## config.mk

```make
export PLATFORM = sky130hd
export DESIGN_NAME = cls_host_flat
export DESIGN_NICKNAME = d
export VERILOG_FILES = /design/src/pkg/cls_pkg.sv /design/src/pkg/cls_link_if.sv /design/src/design/cls_host.sv /design/src/design/cls_fifo.sv /design/src/flat_wrapper.sv
export SDC_FILE = /design/constraint.sdc
export NUM_CORES = 1
export LEC_CHECK = 0
export BUFFER_PORTS_ARGS = -buffer_cell sky130_fd_sc_hd__buf_2
export CAP_MARGIN = 20
export CORE_ASPECT_RATIO = 0.7
export CORE_UTILIZATION = 40
export CTS_CLUSTER_SIZE = 40
export DETAILED_ROUTE_END_ITERATION = 16
export PLACE_DENSITY = 0.67
export SLEW_MARGIN = 30
export SYNTH_ARGS = -nofsm -noshare
export SYNTH_HDL_FRONTEND = slang
export SYNTH_HIERARCHICAL = 1
export SYNTH_SLANG_ARGS = --single-unit
export TNS_END_PERCENT = 1
```

## constraint.sdc

```tcl
create_clock -name i_clk -period 3.45 [get_ports i_clk]
set_clock_uncertainty 0.05 [all_clocks]
set_input_delay 0.8625 -clock i_clk [delete_from_list [all_inputs] [get_ports i_clk]]
set_output_delay 0.8625 -clock i_clk [all_outputs]
set_load 0.03 [all_outputs]
```

## src/pkg/cls_pkg.sv

```systemverilog
// Purpose: Shared constants and types of the cascaded LED serial link.
// Assumes: Both link ends and the bench compile this package first.
// Notes: Header is sync byte, command pair three times, fault counter.
package cls_pkg;
   ////////////////////////////////////////////////////////////////////////////
   // Header layout
   localparam logic [7:0] SYNC_PAT = 8'hE8;      // Fixed sync byte
   localparam int HDR_BITS = 24;                 // Whole header length
   localparam int CNT_W = 10;                    // Fault counter width
   localparam int CMD_FIRST_BIT = 8;             // Stream index of first command bit
   localparam int CMD_SECOND_BIT = 9;            // Command pair is complete here
   localparam int CNT_LAST_BIT = 23;             // Stream index of last counter bit
   localparam int LOAD_LATE_BIT = 10;            // Load must be high by this bit
   localparam logic [9:0] CNT_HOST_INIT = 10'h000; // Host always sends zero

   ////////////////////////////////////////////////////////////////////////////
   // Data set sizing
   localparam int OUTPUTS = 16;                  // Outputs per device
   localparam int SET_SHORT = 16;                // Bits per device, byte commands
   localparam int PWM_W_DEF = 12;                // PWM word width, 12 or 14
   localparam int WORD_W = 16;                   // Host word width
   localparam int FIFO_DEPTH = 16;               // Host word buffer depth
   localparam int TAIL_W_DEF = 8;                // Tail length sent by host
   localparam int POS_W = 10;                    // Frame position counter width

   ////////////////////////////////////////////////////////////////////////////
   // Timing
   localparam int CLK_NS = 8;                    // System clock period
   localparam int LINK_MIN_NS = 30;              // Fastest legal link period
   // Divider is rounded up so the link never exceeds its top rate
   localparam int LINK_DIV_RAW = (LINK_MIN_NS + CLK_NS - 1) / CLK_NS;
   localparam int LINK_DIV = LINK_DIV_RAW + (LINK_DIV_RAW % 2); // Even split

   ////////////////////////////////////////////////////////////////////////////
   // Commands
   typedef enum logic [1:0] {
      CMD_PWM = 2'h0,   // Individual PWM words
      CMD_CAL = 2'h1,   // Current calibration bytes
      CMD_GLB = 2'h2,   // Global intensity byte twice
      CMD_CFG = 2'h3    // Configuration byte twice
   } cls_cmd_type;
endpackage

```

## src/pkg/cls_link_if.sv

```systemverilog
// Purpose: Link wires between the host end and a cascaded driver end.
// Assumes: Host makes the link clock; every signal is one-way.
// Notes: In a chain, a device's return pair feeds the next device.
`timescale 1ns/1ns
interface cls_link_if;
   logic link_clk;    // Link clock, made by the host
   logic fwd_data;    // Serial data toward the device
   logic fwd_load;    // Load strobe toward the device
   logic ret_data;    // Serial data leaving the device
   logic ret_load;    // Load strobe leaving the device

   modport host_mp (
      output link_clk,
      output fwd_data,
      output fwd_load,
      input ret_data,
      input ret_load
   );

   modport dev_mp (
      input link_clk,
      input fwd_data,
      input fwd_load,
      output ret_data,
      output ret_load
   );
endinterface

```

## src/design/cls_host.sv

```systemverilog
// Purpose: Host end: builds frames, makes the link clock, reads returns.
// Assumes: Words arrive through the buffer; a start pulse opens a frame.
// Notes: The link clock pauses while the buffer runs dry mid frame.
`timescale 1ns/1ns
module cls_host #(
   parameter int DIV = cls_pkg::LINK_DIV,
   parameter int TAIL_W = cls_pkg::TAIL_W_DEF
) (
   input wire logic i_clk,
   input wire logic i_nrst,
   cls_link_if.host_mp lnk,
   input wire logic i_wr_valid,
   input wire logic [cls_pkg::WORD_W-1:0] i_wr_data,
   output logic o_wr_ready,
   input wire logic i_start,
   input wire logic [1:0] i_cmd,
   input wire logic [9:0] i_nwords,
   input wire logic [TAIL_W-1:0] i_tail,
   output logic o_busy,
   output logic o_rx_done,
   output logic [cls_pkg::CNT_W-1:0] o_fault_cnt,
   output logic o_tail_ok
);
   typedef enum logic [1:0] {
      TX_IDLE = 2'h0, TX_HDR = 2'h1, TX_DATA = 2'h3, TX_TAIL = 2'h2
   } cls_tx_type;
   typedef enum logic [1:0] {
      RX_OFF = 2'h0, RX_HDR = 2'h1, RX_TAIL = 2'h3
   } cls_rx_type;

   localparam int HB = cls_pkg::HDR_BITS;
   localparam int WW = cls_pkg::WORD_W;

   cls_tx_type tst_q, tst_d;          // Transmit state
   cls_rx_type rst_q, rst_d;          // Return state
   logic [4:0] div_q, div_d;          // Clock divider phase
   logic lclk_q, lclk_d;              // Link clock out
   logic sdo_q, sdo_d;                // Serial data out
   logic ld_q, ld_d;                  // Load strobe out
   logic [HB-1:0] tx_q, tx_d;         // Outgoing shift register
   logic [5:0] bc_q, bc_d;            // Bits left in segment
   logic [9:0] wc_q, wc_d;            // Words left after current
   logic pend_q, pend_d;              // Start taken, frame not begun
   logic [1:0] cmd_q, cmd_d;          // Latched command
   logic [9:0] nw_q, nw_d;            // Latched word count
   logic [TAIL_W-1:0] tail_q, tail_d; // Latched tail pattern
   logic busy_q, busy_d;
   logic [1:0] rs1_q, rs2_q;          // Return pair synchroniser
   logic [HB-1:0] rsr_q, rsr_d;       // Returned bit history
   logic [5:0] rbc_q, rbc_d;          // Tail bits left to check
   logic done_q, done_d;
   logic [9:0] fcnt_q, fcnt_d;
   logic tok_q, tok_d;
   logic fall_t, rise_t, need, stall;
   logic f_valid, f_pop;
   logic [WW-1:0] f_data;

   ////////////////////////////////////////////////////////////////////////////
   // Word buffer; its ready is the user's back-pressure
   cls_fifo #(.W(WW), .D(cls_pkg::FIFO_DEPTH)) u_fifo (
      .i_clk(i_clk),
      .i_nrst(i_nrst),
      .i_in_valid(i_wr_valid),
      .i_in_data(i_wr_data),
      .o_in_ready(o_wr_ready),
      .o_out_valid(f_valid),
      .o_out_data(f_data),
      .i_out_ready(f_pop)
   );

   ////////////////////////////////////////////////////////////////////////////
   // Next state: divider, transmit and return logic
   always_comb begin
      tst_d = tst_q;
      rst_d = rst_q;
      sdo_d = sdo_q;
      ld_d = ld_q;
      tx_d = tx_q;
      bc_d = bc_q;
      wc_d = wc_q;
      pend_d = pend_q;
      cmd_d = cmd_q;
      nw_d = nw_q;
      tail_d = tail_q;
      rsr_d = rsr_q;
      rbc_d = rbc_q;
      done_d = 1'b0;
      fcnt_d = fcnt_q;
      tok_d = tok_q;
      f_pop = 1'b0;
      // A new word is due when a header or word just ran out
      need = (tst_q == TX_HDR && bc_q == 6'h01 && nw_q != 10'h000) ||
             (tst_q == TX_DATA && bc_q == 6'h01 && wc_q != 10'h000);
      stall = (div_q == 5'(DIV / 2 - 1)) && need && !f_valid;
      fall_t = (div_q == 5'(DIV / 2 - 1)) && !stall;
      rise_t = (div_q == 5'(DIV - 1));
      div_d = stall ? div_q : (rise_t ? 5'h00 : 5'(div_q + 1'b1));
      lclk_d = (div_d < 5'(DIV / 2));
      // Take a start only while idle
      if (i_start && !busy_q) begin
         pend_d = 1'b1;
         cmd_d = i_cmd;
         nw_d = i_nwords;
         tail_d = i_tail;
         rst_d = RX_HDR;
      end
      // Data and load change on the falling link edge
      if (fall_t) begin
         unique case (tst_q)
            TX_IDLE: begin
               sdo_d = 1'b0;
               ld_d = 1'b0;
               if (pend_q) begin
                  pend_d = 1'b0;
                  // Counter field always leaves the host at zero
                  tx_d = {cls_pkg::SYNC_PAT, cmd_q, cmd_q, cmd_q,
                          cls_pkg::CNT_HOST_INIT};
                  bc_d = 6'(HB);
                  tst_d = TX_HDR;
               end
            end
            default: begin
               sdo_d = tx_q[HB-1];
               tx_d = {tx_q[HB-2:0], 1'b0};
               bc_d = 6'(bc_q - 1'b1);
               // Load rises with the first command bit
               if (tst_q == TX_HDR && bc_q == 6'(HB - cls_pkg::CMD_FIRST_BIT)) begin
                  ld_d = 1'b1;
               end
               if (bc_q == 6'h01) begin
                  if (need) begin
                     // Words go MSB first, as the user ordered them
                     f_pop = 1'b1;
                     tx_d = {f_data, 8'h00};
                     bc_d = 6'(WW);
                     wc_d = (tst_q == TX_HDR) ? 10'(nw_q - 1'b1) : 10'(wc_q - 1'b1);
                     tst_d = TX_DATA;
                  end else if (tst_q == TX_TAIL) begin
                     tst_d = TX_IDLE;
                  end else begin
                     tx_d = HB'(tail_q) << (HB - TAIL_W);
                     bc_d = 6'(TAIL_W);
                     tst_d = TX_TAIL;
                  end
               end
            end
         endcase
      end
      // Returned pair is sampled with the rising link edge
      if (rise_t) begin
         rsr_d = {rsr_q[HB-2:0], rs2_q[0]};
         unique case (rst_q)
            RX_OFF: begin
            end
            RX_HDR: begin
               if (rsr_d[HB-1:HB-8] == cls_pkg::SYNC_PAT && rs2_q[1]) begin
                  fcnt_d = rsr_d[9:0];
                  rbc_d = 6'(TAIL_W);
                  rst_d = RX_TAIL;
               end
            end
            RX_TAIL: begin
               rbc_d = 6'(rbc_q - 1'b1);
               if (rbc_q == 6'h01) begin
                  tok_d = (rsr_d[TAIL_W-1:0] == tail_q);
                  done_d = 1'b1;
                  rst_d = RX_OFF;
               end
            end
            default: begin
               rst_d = RX_OFF;
            end
         endcase
      end
      busy_d = pend_d || (tst_d != TX_IDLE);
   end

   ////////////////////////////////////////////////////////////////////////////
   // Registers
   always_ff @(posedge i_clk) begin
      if (!i_nrst) begin
         tst_q <= TX_IDLE;
         rst_q <= RX_OFF;
         div_q <= '0;
         lclk_q <= 1'b0;
         sdo_q <= 1'b0;
         ld_q <= 1'b0;
         tx_q <= '0;
         bc_q <= '0;
         wc_q <= '0;
         pend_q <= 1'b0;
         cmd_q <= '0;
         nw_q <= '0;
         tail_q <= '0;
         busy_q <= 1'b0;
         rs1_q <= '0;
         rs2_q <= '0;
         rsr_q <= '0;
         rbc_q <= '0;
         done_q <= 1'b0;
         fcnt_q <= '0;
         tok_q <= 1'b0;
      end else begin
         tst_q <= tst_d;
         rst_q <= rst_d;
         div_q <= div_d;
         lclk_q <= lclk_d;
         sdo_q <= sdo_d;
         ld_q <= ld_d;
         tx_q <= tx_d;
         bc_q <= bc_d;
         wc_q <= wc_d;
         pend_q <= pend_d;
         cmd_q <= cmd_d;
         nw_q <= nw_d;
         tail_q <= tail_d;
         busy_q <= busy_d;
         // Return pair comes from the link domain
         rs1_q <= {lnk.ret_load, lnk.ret_data};
         rs2_q <= rs1_q;
         rsr_q <= rsr_d;
         rbc_q <= rbc_d;
         done_q <= done_d;
         fcnt_q <= fcnt_d;
         tok_q <= tok_d;
      end
   end

   assign lnk.link_clk = lclk_q;
   assign lnk.fwd_data = sdo_q;
   assign lnk.fwd_load = ld_q;
   assign o_busy = busy_q;
   assign o_rx_done = done_q;
   assign o_fault_cnt = fcnt_q;
   assign o_tail_ok = tok_q;
endmodule // cls_host

```

## src/design/cls_fifo.sv

```systemverilog
// Purpose: Word buffer with valid and ready on both sides.
// Assumes: One clock; depth of at least two.
// Notes: Room and non-empty are registered so the ports come from flops.
`timescale 1ns/1ns
module cls_fifo #(
   parameter int W = 16,
   parameter int D = 16
) (
   input wire logic i_clk,
   input wire logic i_nrst,
   input wire logic i_in_valid,
   input wire logic [W-1:0] i_in_data,
   output logic o_in_ready,
   output logic o_out_valid,
   output logic [W-1:0] o_out_data,
   input wire logic i_out_ready
);
   localparam int AW = $clog2(D);

   logic [W-1:0] mem_q [D];        // Storage
   logic [AW-1:0] wp_q, wp_d;      // Write pointer
   logic [AW-1:0] rp_q, rp_d;      // Read pointer
   logic [AW:0] cnt_q, cnt_d;      // Fill level
   logic room_q, room_d;           // Room for a word
   logic nemp_q, nemp_d;           // At least one word
   logic push, pop;

   ////////////////////////////////////////////////////////////////////////////
   // Next state
   always_comb begin
      push = i_in_valid & room_q;
      pop = i_out_ready & nemp_q;
      wp_d = wp_q;
      rp_d = rp_q;
      // Pointers wrap by compare, so depth need not be a power of two
      if (push) begin
         wp_d = (wp_q == AW'(D - 1)) ? '0 : AW'(wp_q + 1'b1);
      end
      if (pop) begin
         rp_d = (rp_q == AW'(D - 1)) ? '0 : AW'(rp_q + 1'b1);
      end
      cnt_d = (AW + 1)'(cnt_q + {{AW{1'b0}}, push} - {{AW{1'b0}}, pop});
      room_d = (cnt_d != (AW + 1)'(D));
      nemp_d = (cnt_d != '0);
   end

   ////////////////////////////////////////////////////////////////////////////
   // Registers
   always_ff @(posedge i_clk) begin
      if (!i_nrst) begin
         wp_q <= '0;
         rp_q <= '0;
         cnt_q <= '0;
         room_q <= 1'b0;
         nemp_q <= 1'b0;
      end else begin
         wp_q <= wp_d;
         rp_q <= rp_d;
         cnt_q <= cnt_d;
         room_q <= room_d;
         nemp_q <= nemp_d;
      end
   end

   // Storage needs no reset; reads are gated by the level
   always_ff @(posedge i_clk) begin
      if (push) begin
         mem_q[wp_q] <= i_in_data;
      end
   end

   assign o_in_ready = room_q;
   assign o_out_valid = nemp_q;
   assign o_out_data = mem_q[rp_q];
endmodule // cls_fifo

```

## src/flat_wrapper.sv

```systemverilog
// flat-port wrapper written by rule: the top's interface ports become plain ports
module cls_host_flat 
#(
   parameter int DIV = cls_pkg::LINK_DIV,
   parameter int TAIL_W = cls_pkg::TAIL_W_DEF
)
  (i_clk, i_nrst, i_wr_valid, i_wr_data, o_wr_ready, i_start, i_cmd, i_nwords, i_tail, o_busy, o_rx_done, o_fault_cnt, o_tail_ok, lnk_link_clk, lnk_fwd_data, lnk_fwd_load, lnk_ret_data, lnk_ret_load);
  cls_link_if lnk_i ();
  input wire logic i_clk;
  input wire logic i_nrst;
  input wire logic i_wr_valid;
  input wire logic [cls_pkg::WORD_W-1:0] i_wr_data;
  output logic o_wr_ready;
  input wire logic i_start;
  input wire logic [1:0] i_cmd;
  input wire logic [9:0] i_nwords;
  input wire logic [TAIL_W-1:0] i_tail;
  output logic o_busy;
  output logic o_rx_done;
  output logic [cls_pkg::CNT_W-1:0] o_fault_cnt;
  output logic o_tail_ok;
  output wire logic [$bits(lnk_i.link_clk)-1:0] lnk_link_clk;
  output wire logic [$bits(lnk_i.fwd_data)-1:0] lnk_fwd_data;
  output wire logic [$bits(lnk_i.fwd_load)-1:0] lnk_fwd_load;
  input wire logic [$bits(lnk_i.ret_data)-1:0] lnk_ret_data;
  input wire logic [$bits(lnk_i.ret_load)-1:0] lnk_ret_load;
  assign lnk_link_clk = lnk_i.link_clk;
  assign lnk_fwd_data = lnk_i.fwd_data;
  assign lnk_fwd_load = lnk_i.fwd_load;
  assign lnk_i.ret_data = lnk_ret_data;
  assign lnk_i.ret_load = lnk_ret_load;
  cls_host #(.DIV(DIV), .TAIL_W(TAIL_W)) u_core (.i_clk(i_clk), .i_nrst(i_nrst), .lnk(lnk_i), .i_wr_valid(i_wr_valid), .i_wr_data(i_wr_data), .o_wr_ready(o_wr_ready), .i_start(i_start), .i_cmd(i_cmd), .i_nwords(i_nwords), .i_tail(i_tail), .o_busy(o_busy), .o_rx_done(o_rx_done), .o_fault_cnt(o_fault_cnt), .o_tail_ok(o_tail_ok));
endmodule
```

==> reports/metrics.yaml <==
hold_end: "u_core/rs2_q[1]$_SDFF_PN0_"
synth_fa_ha_area_share_pct: 1.473
synth_compound_area_share_pct: 8.126
cts_root_buf: "clkbuf_16"
clock_latency_ns: 0.54
io_buffers: 58
cts_tree: "done"
r2r_slack_ns: 0.15
setup_tns_ns: 0
hold_depth: 1
drcViolationCount: 0
synth_flop_cell: "edfxtp_1"
routedWlPerCell_um: 19.19
yosysSeqAreaShare_pct: 65.14
hp-start: "u_core/rs1_q[1]$_SDFF_PN0_"
maxCapViolCount: 0
place_congestion: 0.8774
grt_pass1_wl_mm: 52.76
ys_seq_elements: 386
area_growth_pct: 15.11
fin_crit_sh_pct: 95.73
synthTopCellsByArea: "edfxtp_1, dfxtp_1, mux4_2, mux4_1, nand2_1"
grt-ovfl-total: 0
synth_top_family_by_area: "simple AND/OR/NAND/NOR gates"
clk_pin_slew_worst_paths_ns: 0.06
r2r-start: "u_core/div_q[1]$_SDFF_PN0_"
synth_xor_xnor_area_share_pct: 1.331
fin_nets: 1287
grt_pass1_vias: 9314
ys_warn_count: 6
vias: 9727
yosys.area_share.simple_pct: 10.75
grt_max_degree: 61
ios: 59
worstSetupPathType: "register to register"
yosysMostFrequentCell: "edfxtp_1"
ys_types: 76
synth_top_area_cell: "edfxtp_1"
core-area_um2: 38660
drtIter0Drc: 987
rows: 60
n_fill_cell: 3280
layout_setup_ws_ns: 0.1472
hpwl_mm: 22.07
end_kind: "register"
dpl.cell_count: 1711
powerDensity_nw_per_um2: 556.6
cts-htree-levels: 2
r2r_cells: 15
worstPathArrival_ns: 3.67
hold_path_class: "register to register"
slew_violations: 0
muxShareOfSynthArea_pct: 10.74
ir_drop_mv: 0.4962
status: "complete, no violations"
yosysTopAreaCellShare_pct: 48.66
grtUsageTotal_pct: 16.94
cts-buffers-inserted: 37
start_kind: "register"
place_ws_ns: -0.01495
final_cells: 1779
dieArea_um2: 40310
worstMarginPinSlew_ns: 0.8654
diodes: 0
die_height_um: 168.3
syn-num-nets: 1208
postSynthCellCount: 1148
period_needed_ns: 3.303
async_flop_share_pct: 0
cts_buffer_depth: 3
die_w_um: 239.5
routed_wirelength_mm: 34.13
p_leak_nw: 6.178
ant_nets: 0
viasPerCell: 5.468
first_pass_iters: 5
synthTopCellsByCount: "edfxtp_1, nand2_1, dfxtp_1"
power.total_mw: 10.12
antenna_found_initial: 0
slew_headroom_pct: 42.30
synth_edf_count: 256
drive_gt1_share_pct: 19.81
fmax_ghz: 0.3028
finalSetupViolCount: 0
hold_viol_final: 0
start_util_pct: 40.86
syn-cell-area_um2: 15800
worstReg2RegEnd: "u_core/u_fifo/o_out_valid$_SDFF_PN0_"
crit_required_ns: 3.82
cts_sinks: 386
hold_ws_ns: 0.3863
path_max_fanout: 6
postSynthAreaPerCell_um2: 13.76
-- flip-flops by register name (all words and copies together), names as in the netlist, 5 cells and up, named ones only --
signal,cells
u_core/tail_q,8
u_core/rsr_q,23
u_core/u_fifo/mem_q,256
u_core/wc_q,10
u_core/bc_q,6
u_core/u_fifo/cnt_q,5
u_core/nw_q,10
u_core/div_q,5
u_core/o_fault_cnt,10
u_core/rbc_q,6
u_core/tx_q,16
-- worst max path at each step --
stage	from	to	slack, ns
2_1_floorplan	u_core/bc_q[1]$_SDFFE_PN0P_	u_core/u_fifo/o_out_valid$_SDFF_PN0_	0.004
3_3_place_gp	u_core/bc_q[1]$_SDFFE_PN0P_	u_core/u_fifo/o_out_valid$_SDFF_PN0_	0.05
3_5_place_dp	u_core/bc_q[1]$_SDFFE_PN0P_	u_core/u_fifo/o_out_valid$_SDFF_PN0_	-0.01
4_1_cts	u_core/bc_q[1]$_SDFFE_PN0P_	u_core/u_fifo/o_out_valid$_SDFF_PN0_	0.02
5_1_grt	u_core/bc_q[1]$_SDFFE_PN0P_	u_core/u_fifo/o_out_valid$_SDFF_PN0_	-0.04
6_report	u_core/div_q[1]$_SDFF_PN0_	u_core/u_fifo/o_out_valid$_SDFF_PN0_	0.15
-- placed cells by master, fill, tap and decap left out, drive strengths merged, types with 7 or more instances in the layout --
cell / count
nor2: 89
and2: 14
a211oi: 9
dfxtp: 130
mux2i: 15
xnor2: 15
buf: 104
nand3: 23
nor3: 40
o22ai: 7
or3: 7
xor2: 9
o21ai: 16
clkbuf: 44
a21oi: 77
inv: 18
nand2: 148
mux4: 64
a22oi: 35
edfxtp: 256
nor2b: 7
ha: 17
clkinv: 13
o21a: 7
a31oi: 9
-- metrics by stage --
stage                     utilization (%)  area, um^2
after global routing                47.04       18180
after global placement              43.64       16870
final                               47.04       18180
after detailed placement            43.65       16880
after CTS                           46.94       18150
after floorplan                         -       15830
-- timing repair --
item | in CTS | in global routing
hold endpoints to repair | 0 | 0
resized for setup | 1 | 4
setup endpoints to repair | 1 | 1
hold buffers | 0 | 0
pin swaps | 0 | 4
buffers inserted | 0 | 4
-- kinds of logic (layout without fill, tap and decap cells) --
| kind of cell | after synthesis | in the layout |
|---|---|---|
| xor+xnor | 24 | 24 |
| fa+ha+maj | 18 | 18 |
| compound gates | 196 | 196 |
| flops | 386 | 386 |
| simple gates | 362 | 362 |
| mux | 81 | 81 |
| buf+inv | 81 | 185 |
-- area by class of cell --
| class | count | area, um^2 | area share (%) |
|---|---|---|---|
| timing repair buffer | 104 | 698.2 | 3.839 |
| sequential | 386 | 10290 | 56.61 |
| clock inverter | 20 | 266.5 | 1.466 |
| tap | 527 | 659.4 | 3.626 |
| inverter | 17 | 66.31 | 0.3647 |
| multi-input combinational | 681 | 5196 | 28.57 |
| clock buffer | 44 | 1003 | 5.518 |
-- worst max-delay path: stages (launching register included) --
cell,delay (ns)
dfxtp_1,0.33
inv_1,0.08
ha_1,0.15
or4b_4,0.52
nor2_4,0.20
nand3_4,0.15
inv_4,0.09
nand2_2,0.08
nand2_1,0.07
nand2_1,0.06
ha_2,0.19
fa_2,0.35
a21o_1,0.19
a21oi_1,0.17
xnor2_1,0.11
o41a_1,0.39
-- per-layer routing --
metal	track usage, %	vias to the layer above	share of wire, %
met5	0	-	0
met4	3.651	0	1.3
met3	3.443	34	6.1
met2	26.00	288	46
met1	24.78	4902	47
li1	-	4503	-
-- power by group --
group	internal [mW]	total, mW	switching, mW
sequential	5.06	5.14	0.0805
clock	2.53	4.24	1.71
combinational	0.280	0.748	0.468
total	7.87	10.1	2.25
Note: power is estimated with default switching activity, not from simulation.
